`config.mk`:
```
export PLATFORM = sky130hd
export DESIGN_NAME = iic_ctrl
export DESIGN_NICKNAME = d
export VERILOG_FILES = /design/src/verilog/iic_pkg.sv /design/src/verilog/iic_ctrl.sv
export VERILOG_INCLUDE_DIRS = /design/src /design/src/verilog
export SDC_FILE = /design/constraint.sdc
export NUM_CORES = 1
export LEC_CHECK = 0
export BUFFER_PORTS_ARGS = -buffer_cell sky130_fd_sc_hd__buf_2
export CAP_MARGIN = 0
export CELL_PAD_IN_SITES_DETAIL_PLACEMENT = 1
export CELL_PAD_IN_SITES_GLOBAL_PLACEMENT = 2
export CORE_UTILIZATION = 36
export CTS_CLUSTER_DIAMETER = 30
export DETAILED_ROUTE_END_ITERATION = 16
export PLACE_DENSITY_LB_ADDON = 0.1
export SLEW_MARGIN = 20
export SYNTH_ARGS = -nofsm -noshare
export SYNTH_HDL_FRONTEND = slang
export SYNTH_SLANG_ARGS = --single-unit
```
`constraint.sdc`:
```
create_clock -name pclk -period 2.9 [get_ports pclk]
set_input_delay 0.435 -clock pclk [delete_from_list [all_inputs] [get_ports pclk]]
set_output_delay 0.435 -clock pclk [all_outputs]
set_load 0.05 [all_outputs]
```
`src/verilog/iic_cfg.svh`:
```
// offsets, reset values and timing counts of the two-wire interface
`ifndef IIC_CFG_SVH
`define IIC_CFG_SVH

// register indexes, byte address is four times the index
`define IIC_IDX_CR 3'h0
`define IIC_IDX_SR1 3'h1
`define IIC_IDX_SR2 3'h2
`define IIC_IDX_CCR 3'h3
`define IIC_IDX_OAR 3'h4
`define IIC_IDX_DR 3'h5
`define IIC_IDX_LAST 6'h05

// field positions
`define IIC_CR_PE_BIT 5
`define IIC_CR_W 6

// reset values
`define IIC_CR_RST 6'h00
`define IIC_CCR_RST 8'h00
`define IIC_OAR_RST 8'h00
`define IIC_DR_RST 8'h00

// address patterns
`define IIC_GC_ADDR 8'h00
`define IIC_IGN_ADDR 8'h01
`define IIC_HDR_PAT 5'h1e

// bit counter marks
`define IIC_BUS_ERROR_FLAG_LO 4'h2
`define IIC_ACK_BIT 4'h8
`define IIC_END_BIT 4'h9

// least divider limit, a bus clock phase lasts at least five pclk cycles, covers synchroniser delay
`define IIC_DIV_MIN 8'h04

`endif

```
`src/verilog/iic_pkg.sv`:
```
// types shared by the two-wire interface control logic
package iic_pkg;

	typedef enum logic [2:0] {
		ST_IDLE,
		ST_SETUP,
		ST_START1,
		ST_START2,
		ST_XFER,
		ST_RSTART,
		ST_STOP1,
		ST_STOP2
	} iic_state_e;

	typedef struct packed {
		logic unit_enable;
		logic broadcast_accept;
		logic start_req;
		logic ack_en;
		logic stop_req;
		logic irq_enable;
	} iic_ctrl_s;

	typedef struct packed {
		logic ten_bit_header_sent;
		logic direction_sent_flag;
		logic bus_busy;
		logic byte_done;
		logic addressed_as_target;
		logic controller_role;
		logic start_sent;
	} iic_sr1_s;

	typedef struct packed {
		logic ack_failure;
		logic stop_seen;
		logic arbitration_lost;
		logic bus_error_flag;
		logic broadcast_addressed;
	} iic_sr2_s;

	typedef struct packed {
		logic xfer;
		logic addr_ph;
		logic hdr;
		logic tx;
		logic tgt_sel;
		logic tx_wait;
		logic ev6;
		logic ackok;
		logic sda_low;
		logic clk_low;
		logic [3:0] cnt;
		logic [7:0] sh;
	} iic_eng_s;

endpackage : iic_pkg

```
`src/verilog/iic_ctrl.sv`:
```
// two-wire bus control and status logic with apb register access
`timescale 1ns/1ps
`include "iic_cfg.svh"

module iic_ctrl (
	input wire logic pclk, // system clock
	input wire logic presetn, // async reset
	input wire logic psel, // apb select
	input wire logic penable, // apb enable
	input wire logic pwrite, // apb direction
	input wire logic [7:0] paddr, // apb byte address
	input wire logic [31:0] pwdata, // apb write data
	output logic [31:0] prdata, // apb read data
	output logic pready, // apb ready
	output logic pslverr, // apb error
	input wire logic scl_i, // bus clock level
	output logic scl_o, // bus clock drive value
	output logic scl_oe_n, // bus clock pull low
	input wire logic sda_i, // bus data level
	output logic sda_o, // bus data drive value
	output logic sda_oe_n, // bus data pull low
	output logic irq // interrupt request
);

	function automatic logic [3:0] iic_dec(input logic [7:0] a);
		iic_dec = {(a[1:0] == 2'h0) && (a[7:2] <= `IIC_IDX_LAST), a[4:2]};
	endfunction : iic_dec

	iic_pkg::iic_ctrl_s cr_q, cr_d;
	iic_pkg::iic_sr1_s s1_q, s1_d;
	iic_pkg::iic_sr2_s s2_q, s2_d;
	iic_pkg::iic_eng_s eng_q, eng_d;
	iic_pkg::iic_state_e st_q, st_d;
	logic [7:0] dr_q, dr_d, oar_q, oar_d, ccr_q, ccr_d, div_q, div_d, limit, rd_mux;
	logic [31:0] prdata_q, prdata_d;
	logic s1rd_q, s1rd_d, s2rd_q, s2rd_d, irq_q, irq_d;
	logic scl_oe_n_q, sda_oe_n_q, scl_low, sda_low;
	logic scl_m_q, scl_s_q, scl_p_q, sda_m_q, sda_s_q, sda_p_q;
	logic scl_rise, scl_fall, start_det, stop_det, tick, hold, is_gc, match, ev_any;
	logic misplaced, apb_wr, apb_rd, hit_ok, setup_rd, role;
	logic [3:0] dec_a;
	logic [2:0] hit_idx;

	// bus pins, two stages before use
	always_ff @(posedge pclk or negedge presetn) begin
		if (!presetn) begin
			scl_m_q <= 1'b1;
			scl_s_q <= 1'b1;
			scl_p_q <= 1'b1;
			sda_m_q <= 1'b1;
			sda_s_q <= 1'b1;
			sda_p_q <= 1'b1;
		end else begin
			scl_m_q <= scl_i;
			scl_s_q <= scl_m_q;
			scl_p_q <= scl_s_q;
			sda_m_q <= sda_i;
			sda_s_q <= sda_m_q;
			sda_p_q <= sda_s_q;
		end
	end

	assign scl_rise = scl_s_q && !scl_p_q;
	assign scl_fall = !scl_s_q && scl_p_q;
	assign start_det = scl_s_q && scl_p_q && sda_p_q && !sda_s_q;
	assign stop_det = scl_s_q && scl_p_q && !sda_p_q && sda_s_q;
	assign misplaced = eng_q.xfer && (eng_q.cnt >= `IIC_BUS_ERROR_FLAG_LO) && (eng_q.cnt <= `IIC_ACK_BIT);

	assign limit = (ccr_q[7] ? {2'h0, ccr_q[6:1]} : {1'b0, ccr_q[6:0]}) + `IIC_DIV_MIN;
	assign tick = (div_q == limit);
	assign role = s1_q.controller_role;

	assign is_gc = (eng_q.sh == `IIC_GC_ADDR) && cr_q.broadcast_accept;
	assign match = ((eng_q.sh[7:1] == oar_q[7:1]) && (eng_q.sh != `IIC_IGN_ADDR)
		&& (eng_q.sh != `IIC_GC_ADDR)) || is_gc;

	assign hold = s1_q.ten_bit_header_sent || s1_q.start_sent || s1_q.byte_done
		|| s1_q.addressed_as_target || eng_q.ev6 || eng_q.tx_wait;
	assign ev_any = hold || (|s2_q[4:1]);

	assign dec_a = iic_dec(paddr);
	assign hit_ok = dec_a[3];
	assign hit_idx = dec_a[2:0];
	assign apb_wr = psel && penable && pwrite && hit_ok;
	assign apb_rd = psel && penable && !pwrite && hit_ok;
	assign setup_rd = psel && !penable && !pwrite;
	assign pready = 1'b1;
	assign pslverr = psel && penable && !hit_ok;

	always_comb begin
		case (hit_idx)
			`IIC_IDX_CR: rd_mux = {2'h0, cr_q};
			`IIC_IDX_SR1: rd_mux = {ev_any, s1_q};
			`IIC_IDX_SR2: rd_mux = {3'h0, s2_q};
			`IIC_IDX_CCR: rd_mux = ccr_q;
			`IIC_IDX_OAR: rd_mux = oar_q;
			`IIC_IDX_DR: rd_mux = dr_q;
			default: rd_mux = 8'h00;
		endcase
	end

	always_comb begin
		cr_d = cr_q;
		s1_d = s1_q;
		s2_d = s2_q;
		eng_d = eng_q;
		st_d = st_q;
		dr_d = dr_q;
		oar_d = oar_q;
		ccr_d = ccr_q;
		s1rd_d = s1rd_q;
		s2rd_d = s2rd_q;
		div_d = tick ? 8'h00 : div_q + 8'h01;
		// unmapped reads return zero, not the previous word
		prdata_d = setup_rd ? {24'h0, hit_ok ? rd_mux : 8'h00} : prdata_q;

		// software accesses and their clearing sequences
		if (apb_wr && hit_idx == `IIC_IDX_CR) begin
			if (!cr_q.unit_enable) begin
				cr_d.unit_enable = pwdata[`IIC_CR_PE_BIT];
			end else begin
				cr_d = iic_pkg::iic_ctrl_s'(pwdata[`IIC_CR_W-1:0]);
				if (cr_d.start_req && cr_d.unit_enable) begin
					s1_d.controller_role = 1'b1;
				end
				if (s1rd_q) begin
					eng_d.ev6 = 1'b0;
					// transmitter keeps clock low until first data byte is written
					if (eng_q.ev6 && eng_q.tx) begin
						eng_d.tx_wait = 1'b1;
					end
				end
			end
			s1rd_d = 1'b0;
		end
		if (apb_wr && hit_idx == `IIC_IDX_CCR) begin
			ccr_d = pwdata[7:0];
		end
		if (apb_wr && hit_idx == `IIC_IDX_OAR) begin
			oar_d = pwdata[7:0];
		end
		if (apb_wr && hit_idx == `IIC_IDX_DR) begin
			dr_d = pwdata[7:0];
			eng_d.sh = pwdata[7:0];
			eng_d.tx_wait = 1'b0;
			eng_d.sda_low = !pwdata[7] && (s1_q.start_sent || eng_q.tx);
			if (s1rd_q) begin
				if (s1_q.start_sent) begin
					eng_d.tx = 1'b1;
				end
				s1_d.start_sent = 1'b0;
				s1_d.byte_done = 1'b0;
				s1_d.direction_sent_flag = 1'b0;
			end
			if (s2rd_q) begin
				s1_d.ten_bit_header_sent = 1'b0;
			end
			s1rd_d = 1'b0;
			s2rd_d = 1'b0;
		end
		if (apb_rd && hit_idx == `IIC_IDX_DR) begin
			if (s1rd_q) begin
				s1_d.byte_done = 1'b0;
				s1_d.direction_sent_flag = 1'b0;
			end
			s1rd_d = 1'b0;
		end
		if (apb_rd && hit_idx == `IIC_IDX_SR1) begin
			s1rd_d = 1'b1;
			s1_d.addressed_as_target = 1'b0;
		end
		if (apb_rd && hit_idx == `IIC_IDX_SR2) begin
			s2_d.ack_failure = 1'b0;
			s2_d.stop_seen = 1'b0;
			s2_d.arbitration_lost = 1'b0;
			s2_d.bus_error_flag = 1'b0;
			s2rd_d = 1'b1;
		end

		// bus events; hardware sets come after clears so they win
		if (cr_q.unit_enable) begin
			if (start_det) begin
				s1_d.bus_busy = 1'b1;
				if (misplaced) begin
					s2_d.bus_error_flag = 1'b1;
					s1_d.bus_busy = 1'b0;
				end
				eng_d.xfer = 1'b1;
				eng_d.addr_ph = 1'b1;
				eng_d.cnt = 4'h0;
				eng_d.tgt_sel = 1'b0;
				eng_d.tx = 1'b0;
				eng_d.tx_wait = 1'b0;
				eng_d.sda_low = 1'b0;
			end
			if (stop_det) begin
				s1_d.bus_busy = 1'b0;
				if (misplaced) begin
					s2_d.bus_error_flag = 1'b1;
				end
				if (eng_q.tgt_sel && !role && cr_q.ack_en) begin
					s2_d.stop_seen = 1'b1;
				end
				s1_d.controller_role = 1'b0;
				s1_d.direction_sent_flag = 1'b0;
				s2_d.broadcast_addressed = 1'b0;
				eng_d.xfer = 1'b0;
				eng_d.tgt_sel = 1'b0;
				eng_d.tx_wait = 1'b0;
				eng_d.sda_low = 1'b0;
			end
			if (scl_rise && eng_q.xfer) begin
				if (eng_q.cnt < `IIC_ACK_BIT) begin
					if (eng_q.tx && role && eng_q.sh[7] && !sda_s_q) begin
						s2_d.arbitration_lost = 1'b1;
						s1_d.controller_role = 1'b0;
						s1_d.direction_sent_flag = 1'b0;
						eng_d.tx = 1'b0;
						eng_d.clk_low = 1'b0;
					end
					eng_d.sh = {eng_q.sh[6:0], sda_s_q};
					eng_d.cnt = eng_q.cnt + 4'h1;
				end else if (eng_q.cnt == `IIC_ACK_BIT) begin
					eng_d.ackok = !sda_s_q; // no arbitration on the ack bit
					eng_d.cnt = `IIC_END_BIT;
				end
			end
			if (scl_fall && eng_q.xfer) begin
				if (eng_q.cnt < `IIC_ACK_BIT) begin
					eng_d.sda_low = eng_q.tx && !eng_q.sh[7];
				end else if (eng_q.cnt == `IIC_ACK_BIT) begin
					eng_d.sda_low = !eng_q.tx && cr_q.ack_en && (!eng_q.addr_ph || match);
				end else begin
					eng_d.sda_low = 1'b0;
					eng_d.cnt = 4'h0;
					if (eng_q.addr_ph && !role) begin
						if (match && cr_q.ack_en) begin
							s1_d.addressed_as_target = 1'b1;
							s2_d.broadcast_addressed = is_gc;
							eng_d.tgt_sel = 1'b1;
							eng_d.addr_ph = 1'b0;
							eng_d.tx = eng_q.sh[0] && !is_gc;
							eng_d.tx_wait = eng_q.sh[0] && !is_gc;
						end else begin
							eng_d.xfer = 1'b0;
						end
					end else if (eng_q.addr_ph) begin
						if (!eng_q.ackok) begin
							s2_d.ack_failure = 1'b1;
						end else if (eng_q.sh[7:3] == `IIC_HDR_PAT && !eng_q.hdr && !eng_q.sh[0]) begin
							s1_d.ten_bit_header_sent = 1'b1;
							eng_d.hdr = 1'b1;
						end else begin
							eng_d.ev6 = 1'b1;
							eng_d.addr_ph = 1'b0;
							eng_d.hdr = 1'b0;
							eng_d.tx = !eng_q.sh[0];
						end
					end else if (eng_q.tx) begin
						s1_d.byte_done = 1'b1;
						s1_d.direction_sent_flag = 1'b1;
						if (!eng_q.ackok) begin
							s2_d.ack_failure = 1'b1;
							if (!role) begin
								eng_d.xfer = 1'b0;
							end
						end
					end else begin
						dr_d = eng_q.sh;
						if (cr_q.ack_en) begin
							s1_d.byte_done = 1'b1;
							s1_d.direction_sent_flag = 1'b0;
						end
					end
					if (!role && cr_q.stop_req && eng_q.tgt_sel) begin
						eng_d.xfer = 1'b0;
						eng_d.tgt_sel = 1'b0;
					end
				end
			end
		end

		// controller sequencer
		case (st_q)
			iic_pkg::ST_IDLE: begin
				if (cr_q.start_req && cr_q.unit_enable && !s1_q.bus_busy) begin
					st_d = iic_pkg::ST_SETUP;
				end
			end
			iic_pkg::ST_SETUP: begin
				if (tick && scl_s_q && sda_s_q) begin
					st_d = iic_pkg::ST_START1;
				end
			end
			iic_pkg::ST_START1: begin
				if (tick) begin
					st_d = iic_pkg::ST_START2;
				end
			end
			iic_pkg::ST_START2: begin
				if (tick) begin
					s1_d.start_sent = 1'b1;
					cr_d.start_req = 1'b0;
					eng_d.clk_low = 1'b1;
					st_d = cr_q.stop_req ? iic_pkg::ST_STOP1 : iic_pkg::ST_XFER;
				end
			end
			iic_pkg::ST_XFER: begin
				if (!role) begin
					st_d = iic_pkg::ST_IDLE;
				end else if ((hold || s2_q.ack_failure) && eng_q.clk_low && eng_q.cnt == 4'h0) begin
					if (cr_q.start_req) begin
						st_d = iic_pkg::ST_RSTART;
					end else if (cr_q.stop_req) begin
						st_d = iic_pkg::ST_STOP1;
					end
				end else if (eng_q.clk_low && tick) begin
					eng_d.clk_low = 1'b0;
				end else if (!eng_q.clk_low && scl_s_q && tick) begin
					eng_d.clk_low = 1'b1;
				end
			end
			iic_pkg::ST_RSTART: begin
				eng_d.xfer = 1'b0;
				eng_d.sda_low = 1'b0;
				if (tick) begin
					st_d = iic_pkg::ST_SETUP;
				end
			end
			iic_pkg::ST_STOP1: begin
				eng_d.xfer = 1'b0;
				if (tick) begin
					st_d = iic_pkg::ST_STOP2;
				end
			end
			iic_pkg::ST_STOP2: begin
				if (tick && scl_s_q) begin
					cr_d.stop_req = 1'b0;
					s1_d.controller_role = 1'b0;
					// released lines end a pending byte, else clock hold is stale
					s1_d.byte_done = 1'b0;
					s1_d.direction_sent_flag = 1'b0;
					st_d = iic_pkg::ST_IDLE;
				end
			end
			default: st_d = iic_pkg::ST_IDLE;
		endcase

		// disabled unit clears control, status and engine state except the stop request and the busy flag
		if (!cr_d.unit_enable) begin
			cr_d = '{stop_req: cr_d.stop_req, default: 1'b0};
			s1_d = '{bus_busy: s1_q.bus_busy, default: 1'b0};
			s2_d = '0;
			eng_d = '0;
			st_d = iic_pkg::ST_IDLE;
			s1rd_d = 1'b0;
			s2rd_d = 1'b0;
		end
	end

	// line drive, outputs released while disabled
	always_comb begin
		scl_low = cr_q.unit_enable && (st_q == iic_pkg::ST_START2 || st_q == iic_pkg::ST_RSTART
			|| st_q == iic_pkg::ST_STOP1 || (st_q == iic_pkg::ST_XFER && eng_q.clk_low)
			|| (eng_q.xfer && hold));
		sda_low = cr_q.unit_enable && (st_q == iic_pkg::ST_START1 || st_q == iic_pkg::ST_START2
			|| st_q == iic_pkg::ST_STOP1 || st_q == iic_pkg::ST_STOP2
			|| (st_q != iic_pkg::ST_RSTART && eng_q.xfer && eng_q.sda_low));
		irq_d = cr_q.irq_enable && ev_any;
	end

	always_ff @(posedge pclk or negedge presetn) begin
		if (!presetn) begin
			cr_q <= `IIC_CR_RST;
			s1_q <= '0;
			s2_q <= '0;
			eng_q <= '0;
			st_q <= iic_pkg::ST_IDLE;
			dr_q <= `IIC_DR_RST;
			oar_q <= `IIC_OAR_RST;
			ccr_q <= `IIC_CCR_RST;
			div_q <= 8'h00;
			prdata_q <= 32'h0000_0000;
			s1rd_q <= 1'b0;
			s2rd_q <= 1'b0;
			irq_q <= 1'b0;
			scl_oe_n_q <= 1'b1;
			sda_oe_n_q <= 1'b1;
		end else begin
			cr_q <= cr_d;
			s1_q <= s1_d;
			s2_q <= s2_d;
			eng_q <= eng_d;
			st_q <= st_d;
			dr_q <= dr_d;
			oar_q <= oar_d;
			ccr_q <= ccr_d;
			div_q <= div_d;
			prdata_q <= prdata_d;
			s1rd_q <= s1rd_d;
			s2rd_q <= s2rd_d;
			irq_q <= irq_d;
			scl_oe_n_q <= !scl_low;
			sda_oe_n_q <= !sda_low;
		end
	end

	assign prdata = prdata_q;
	assign irq = irq_q;
	assign scl_o = 1'b0;
	assign sda_o = 1'b0;
	assign scl_oe_n = scl_oe_n_q;
	assign sda_oe_n = sda_oe_n_q;

endmodule : iic_ctrl

```
## After elaboration in Yosys (flattened, before gate mapping)

Cells that the tools add are included.

- Output and inout bits: 39
- Bits in registers: 94
- Bits of input ports: 47
- Word-level logic and storage cells: 402

- Muxes and demuxes: 193
- Reduce and logical (&&, ||, !) cells: 115
- Add/sub/neg operators: 3
- Equal/unequal tests: 40
- $lt $le $gt $ge: 4

Operator list:

| cell | number |
|---|---|
| two-way mux 1 bit | 120 |
| two-way mux 8 bit | 12 |
| logical AND 1 bit | 64 |
| two-way mux 3 bit | 17 |
| case mux 8 bit (6 select lines) | 1 |
| two-way mux 22 bit | 2 |
| two-way mux 2 bit | 20 |
| two-way mux 7 bit | 5 |
| two-way mux 4 bit | 7 |
| != test 3 bit (second input constant) | 9 |
| case mux 3 bit (8 select lines) | 1 |
| zero test 1 bit | 19 |
| == test 3 bit (second input constant) | 6 |
| logical OR 1 bit | 18 |
| two-way mux 6 bit | 3 |
| two-way mux 5 bit | 3 |
| != test 2 bit (second input constant) | 7 |
| two-way mux 13 bit | 1 |
| == test 3 x 2 -> 1 bit (second input constant) | 4 |
| AND reduction 9 bit | 1 |
| adder 7 x 3 -> 8 bit (second input constant) | 1 |
| adder 8 x 1 -> 8 bit (second input constant) | 1 |
| == test 8 bit | 1 |
| zero test 8 bit | 1 |
| 27 further kinds | 31 |

## Longest topological paths before layout

Gate-level depths: netlist (run 1).

- Depth after elaboration: 27
- Mapped depth: 11
- Gate-level depth less buffers: 9

## Least setup slack after synthesis (run 1)

OpenSTA, ideal clock, no wires.

- Path type: reg2reg
- From: register ccr_q[7]
- To: register s1_q[5] (netlist bit)
- Buffers on the path: 3
- Required time: 2.757 ns
- Library setup time: 0.143 ns
- Data arrival time: 2.429 ns
- Slack: 0.327 ns
- Cell stages (with the launch flop): 11
- Clock period less this slack: 2.573 ns
- Cell sequence: dfrtp_1 > buf_2 > mux2_2 > ha_1 > xor2_1 > a221oi_1 > and4_1 > clkbuf_1 > and2_1 > buf_2 > a221oi_1

RTL lines:

| what | RTL line | text |
|---|---|---|
| start: declaration | iic_ctrl.sv:34 | `logic [7:0] dr_q, dr_d, oar_q, oar_d, ccr_q, ccr_d, div_q, div_d, limit, rd_mux;` |
| start signal: assignment | iic_ctrl.sv:381 | `` ccr_q <= `IIC_CCR_RST; `` |
| start signal: assignment | iic_ctrl.sv:397 | `ccr_q <= ccr_d;` |
| end signal: assignment | iic_ctrl.sv:375 | `s1_q <= '0;` |
| end signal: assignment | iic_ctrl.sv:391 | `s1_q <= s1_d;` |
| end: declaration | iic_ctrl.sv:30 | `iic_pkg::iic_sr1_s s1_q, s1_d;` |

## Final worst setup path (run 1)

- From: register s1_q[2] (netlist bit)
- To: register prdata_q[7], in the netlist prdata[7]

- Longest elaborated chain between the ends: 6

RTL lines:

| what | RTL line | text |
|---|---|---|
| logical OR 1 bit (3 in series) | iic_ctrl.sv:78 | `\|\| s1_q.addressed_as_target \|\| eng_q.ev6 \|\| eng_q.tx_wait;` |
| logical OR 1 bit | iic_ctrl.sv:79 | `assign ev_any = hold \|\| (\|s2_q[4:1]);` |
| case mux 8 bit (6 select lines) | iic_ctrl.sv:91 | `case (hit_idx)` |
| two-way mux 8 bit | iic_ctrl.sv:115 | `prdata_d = setup_rd ? {24'h0, hit_ok ? rd_mux : 8'h00} : prdata_q;` |
| end signal: assignment | iic_ctrl.sv:399 | `prdata_q <= prdata_d;` |
| end: declaration | iic_ctrl.sv:35 | `logic [31:0] prdata_q, prdata_d;` |

No other way between the ends.
A chain may end at the register's enable or synchronous reset.

==> results of run 1 <==
-- layer usage --
| layer | track usage [%] | routed length [um] |
|---|---|---|
| met5 | 0 | 0 |
| met4 | 8.24 | 284 |
| met3 | 3.55 | 890 |
| met2 | 37.7 | 8490 |
| met1 | 34.9 | 8990 |
-- where the power goes --
part | leakage (nW) | internal [mW] | switching, mW
clock network | 0.123 | 0.580 | 0.533
registers | 1.22 | 1.36 | 0.0649
logic | 1.40 | 0.128 | 0.261
total | 2.75 | 2.07 | 0.859
-- placed cells by master, fill, tap and decap left out, drive strengths merged, types with 14 or more instances in the layout --
cell type,synthesis,routed
a21oi,40,40
nand2,58,58
and2,16,16
nand3,25,25
mux2i,19,19
inv,18,18
dfrtp,86,86
nor2,34,34
mux2,16,16
o21ai,42,42
nand4,14,14
conb,2,27
buf,38,62
nor3,15,15
-- state kept, by name, summed over array words and instances, names as in the netlist, 3 cells and up --
register / cells
eng_q: 22
ccr_q: 8
st_q: 3
s1_q: 6
s2_q: 5
prdata: 8
cr_q: 6
dr_q: 8
oar_q: 8
div_q: 8
-- area by class of cell --
class                           instances  area [sq um]  area share, %
Sequential cell                        94          2360           37.1
Clock inverter                          4          25.0          0.393
Tap cell                              211           264           4.15
Inverter                               18          67.6           1.06
Clock buffer                           12           236           3.72
Multi-Input combinational cell        466          3000           47.2
Timing Repair Buffer                   63           405           6.37
-- path summary, 6_finish.rpt --
| path | from | endpoint | slack (ns) | cells past startpoint |
|---|---|---|---|---|
| worst max-delay path | s1_q[2] | prdata[7] | 0.25 | 6 |
| max in group asynchronous | presetn | scl_s_q | 1.59 | 3 |
| worst max register to register | s1_q[2] | prdata[7] | 0.25 | 6 |
| worst min-delay path | scl_i | scl_m_q | 0.18 | 1 |
| min in group asynchronous | presetn | prdata[7] | 0.53 | 2 |
| worst min register to register | scl_m_q | scl_s_q | 0.36 | 0 |
-- cells by family (layout without fill, tap and decap cells) --
kind of cell / after synthesis / in the layout / share of synthesized area (%)
simple gates: 220 / 220 / 20.9
compound gates: 155 / 155 / 18.0
flops: 94 / 94 / 41.5
buf+inv: 78 / 97 / 7.32
mux: 38 / 38 / 7.76
xor+xnor: 21 / 21 / 3.23
fa+ha+maj: 5 / 5 / 1.10
other cells: 2 / 27 / 0.132
-- per-stage QoR --
step	total power [mW]	cell area [sq um]	std cells
4_1_cts	2.97	6360	868
3_5_place_dp	1.84	6090	851
5_1_grt	3.05	6360	868
2_1_floorplan	1.73	5780	638
6_report	2.93	6360	868
3_3_place_gp	1.83	6090	851
-- what timing repair did --
action,4_1_cts,5_1_grt
setup buffers,0,0
hold endpoints to repair,12,0
hold buffers,1,0
==> impl_results.md, run 1 <==
* Post-synth EDFFs at 0
* Achievable frequency at 378 MHz
* Status: finished clean
* Setup TNS at 0 ns
* Predominant post-synthesis flop cell: dfrtp_1
* Number of DRC markers in iteration 0 at 297
* Slowest stage cell, crit path: or4_1
* Share of the synthesized area in the top cell type at 37.8%
* Sequential area share after synthesis at 41.5%
* Total grt overflow at 0
* Peak supply drop at 0.271 mV
* Util after Layout at 41.6%
* Site Rows at 45
* CP required at approximately 3.1 ns
* Final count of hold timing violations at 0
* Die height at 128 um
* Fin crit share at between 90 and 100%
* WP data arrival at 2.89 ns
* Worst path cell trace: or4_1 > or4_1 > or4_1 > mux2i_1 > o22ai_1 > a22o_1
* CP max stage delay at 0.53 ns
* Post-cts sizing count at 0
* Async SR Flop Fraction at 100%
* Count leader, synth: dfrtp_1
* Largest net degree at the start of global routing at 72
* Yosys reg bits at 94
* Detailed-route via count at 4929
* First-pass GRT wire length at 29700 um
* Synth area leaders: dfrtp_1 (38%), nand2_1 (3.8%), dfstp_2 (3.7%)
* CTS tree: done
* Layout Nets at 704
* Synth area leader: dfrtp_1
* Synthesized area at 5690 sq um
* Layout cells sized above 1 at about 18%
* Remaining antenna violation count after routing at 0
* Worst Path Buf+Inv at 0
* Syn_area_per_cell at 9.28 sq um
* Max Slew Vio Count at 0
* Clock sinks at between 90 and 100
* Final Wtd Congestion at 0.838
* Core ar. at about 15000 sq um
* Fin Hold WS at between 0.15 and 0.2 ns
* Critical path fanouts, max at 3
* Critical path's top delay family: simple AND/OR/NAND/NOR gates
* Distinct cells, synth at 75
* Starting Density at 37.1%
* Final worst-path setup slack at 0.255 ns
* Via-to-Cell Ratio at 5.68
* Total iterations of the first detailed-routing run at 5
* Layout area overhead at 11.9%
* Max-Cap Viols at 0
* HP Class: in2reg
* Post-layout minimum cycle time at roughly 2.6 ns
* CTS Buf Count at 9
* Most frequent CP cell: or4_1
* Crit. End Element: flop
* Clock transition at path regs at 0.07 ns
* DIE AREA at 16300 sq um
* Relative slew slack at 50.0%
* DRT Wirelength at 18700 um
* Cells after Synth at between 600 and 700
* Final setup vio count at 0
* H-Tree Depth at 3
* WL/cell at 21.5 um
* Post-synth top cells: dfrtp_1 (86), nand2_1 (58), o21ai_0 (42), a21oi_1 (40), nor2_1 (33)
* Warnings from Yosys at 0
* Vias in the first global route at 5024
* Fill cell count at around 1800
* Clk_lat worst skew at between 0.3 and 0.4 ns
* Pre-CTS setup slack at 0.284 ns
* DRC at 0
* Skew final at 0.00980 ns
* Antenna violations before repair at 0
* Worst-margin pin slew at between 0.7 and 0.8 ns
* Pwr dens at 460 nW/um^2
* Number of port buffers at 34
* Root buf cell: clkbuf_16
* N_diodes at 0
* GRT Util Overall at around 24%
* Boundary pin count at 86
* Critical path type: reg2reg
* Dpl hpwl at 13900 um
* RSZ-0062 raised after global routing: no
* CTS Buffer Depth at 2
* Die Span X at between 100 and 150 um
* CP Launch Type: flop
* Leakage at roughly 2.7 nW
(Power assumes the default switching activity.)
==> run 2: changes to the inputs <==
Clock period 2.9 ns to 2.56 ns, I/O delays scaled along.
==> run 2 against run 1 <==
Final cell count is 2.1% higher. Via count is 3.4% higher. Cell area is 3.1% higher. Largest cell class unchanged. Wire length is 2.3% higher. Worst setup slack worse by 0.18 ns. Hold slack worse by 0.069 ns. Sequential cell count stayed put. Clock power is 21% higher. Sequential power is 13% higher. First-iteration DRC count is 1.3% higher.
==> impl_results.md, run 2 (same netlist as run 1, synthesis figures left out) <==
* Total grt overflow at 0
* Fin Hold WS at 0.110 ns
* Site Rows at 45
* Critical path's top delay family: simple AND/OR/NAND/NOR gates
* Slowest stage cell, crit path: or4_1
* Met2 wire len at ~8700 um
* Setup Buffers After CTS at 0
* Setup TNS at 0 ns
* Met3 wire len at 820 um
* Crit Reg-Reg Endpoint: prdata[7]
* CP startpoint: s1_q[2]
* R2R depth at 6
* N_diodes at 0
* Commonest cells after routing, fill and taps aside: dfrtp_1 (86), nand2_1 (58), buf_4 (45), o21ai_0 (42), a21oi_1 (40)
* Total power at roughly 3.4 mW
* Layout Nets at 722
* Reg with most FFs: eng_q
* DRT Wirelength at 19100 um
* DRC at 0
* WP data arrival at 2.74 ns
* CTS Buffer Depth at 2
* H-Tree Depth at 3
* Comb power frac at around an eighth
* Max-Cap Viols at 0
* Final worst-path setup slack at 0.0716 ns
* Clock transition at path regs at 0.07 ns
* Peak supply drop at 0.314 mV
* First-pass GRT wire length at 30300 um
* Clock sinks at 94
* Die Span X at 128 um
* HP Class: in2reg
* Max reg flops at 22
* CTS Buf Count at 9
* RSZ-0062 raised after global routing: no
* Dpl hpwl at 14200 um
* CP Depth at 6
* Final Wtd Congestion at 0.857
* Relative slew slack at 61.6%
* Worst Path Buf+Inv at 0
* Capture point of the critical path: prdata[7]
* Worst path cell trace: or4_1 > or4_4 > or4_4 > mux2i_2 > o22ai_1 > a22o_1
* Critical path fanouts, max at 3
* Internal power at roughly 2.4 mW
* Fill cell count at 1794
* Final setup vio count at 0
* Clk_lat worst skew at 0.37 ns
* Fin crit share at about 97%
* Die height at 128 um
* Clock power share at 39.4%
* Reg2Reg Launch Point: s1_q[2]
* CP required at 2.81 ns
* CP max stage delay at 0.53 ns
* Core ar. at 15300 sq um
* Highest routed layer: met4
* Worst-margin pin slew at 0.574 ns
* R2r setup slk at 0.07 ns
* Status: finished clean
* Crit. End Element: flop
* DIE AREA at approximately 16000 sq um
* GRT Util Overall at between 20% and 30%
* Post-layout minimum cycle time at between 2 and 2.5 ns
* Number of DRC markers in iteration 0 at 301
* Switch share at just under 30%
* Starting Density at 37.1%
* Via-to-Cell Ratio at 5.75
* Achievable frequency at about 400 MHz
* Most common cell after layout, fill and taps aside: dfrtp_1
* CTS tree: done
* Vias in the first global route at 5163
* Pwr dens at 517 nW/um^2
* Sequential share of power at 47.5%
* WL/cell at about 22 um
* Number of port buffers at 34
* Remaining antenna violation count after routing at 0
* Root buf cell: clkbuf_16
* Layout cells sized above 1 at 21.5%
* Critical path type: reg2reg
* Largest net degree at the start of global routing at 40
* CP Launch Type: flop
* Final count of hold timing violations at 0
* Max Slew Vio Count at 0
* Detailed-route via count at 5097
* Skew final at 0.00953 ns
* Leakage at about 2.9 nW
* Layout area overhead at 15.4%
* Switch Pwr at slightly below 1 mW
* Total iterations of the first detailed-routing run at 6
* Wire length on met1 at slightly above 9000 um
* Boundary pin count at 86
* Most frequent CP cell: or4_4
* Antenna violations before repair at 1
* Pre-CTS setup slack at 0.0139 ns
==> run 2: cell types whose count changed in the layout (fill, tap and decap cells not counted), sizes merged <==
cell / delta
buf: +18
clkbuf: -1
clkinv: +1
==> run 2: layer usage <==
layer,track usage [%],vias up
met5,0,-
met4,8.93,0
met3,3.92,21
met2,38.9,128
met1,35.5,2639
li1,-,2309
==> run 2: layout make-up <==
type | count | area [sq um] | area share [%]
tap | 211 | 264 | 4.02
timing repair buffer | 81 | 553 | 8.43
sequential | 94 | 2360 | 36.0
clock buffer | 11 | 253 | 3.85
inverter | 18 | 67.6 | 1.03
multi-input combinational | 466 | 3030 | 46.2
clock inverter | 5 | 33.8 | 0.515
==> run 2: worst min path at each step <==
stage             from  endpoint  slack (ns)  cells after the start
6_report         scl_i   scl_m_q        0.11                      1
3_5_place_dp   sda_m_q   sda_s_q        0.35                      0
2_1_floorplan  presetn  ccr_q[0]        0.09                      0
4_1_cts          scl_i   scl_m_q         0.1                      1
3_3_place_gp   sda_m_q   sda_s_q        0.35                      0
5_1_grt          scl_i   scl_m_q         0.1                      1
==> run 2: metrics by stage <==
stage          utilization [%]  area, sq um  std cells
5_1_grt                   42.9         6560        886
2_1_floorplan                -         5780        638
3_3_place_gp              40.7         6240        869
6_report                  42.9         6560        886
4_1_cts                   42.7         6540        886
3_5_place_dp              40.7         6240        869
==> run 2: power by group through the flow <==
stage                     logic (mW)  clock network [mW]  registers [mW]
final                          0.444                1.34            1.61
after global routing           0.492                1.43            1.62
after CTS                      0.448                1.38            1.61
after detailed placement       0.445                   0            1.64
after global placement         0.435                   0            1.64
after floorplan                0.354                   0            1.61
==> run 2: worst register-to-register path: stages (launching register included) <==
cell     delay, ns
dfrtp_1       0.42
or4_1         0.53
or4_4         0.44
or4_4         0.46
mux2i_2       0.19
o22ai_1       0.13
a22o_1        0.21
==> run 2: repair_timing <==
item                       in CTS  in global routing
setup endpoints to repair       1                 11
gates resized for setup         1                  5
hold buffers                    1                  0
pin swaps                       0                  0
hold endpoints to repair       30                  0
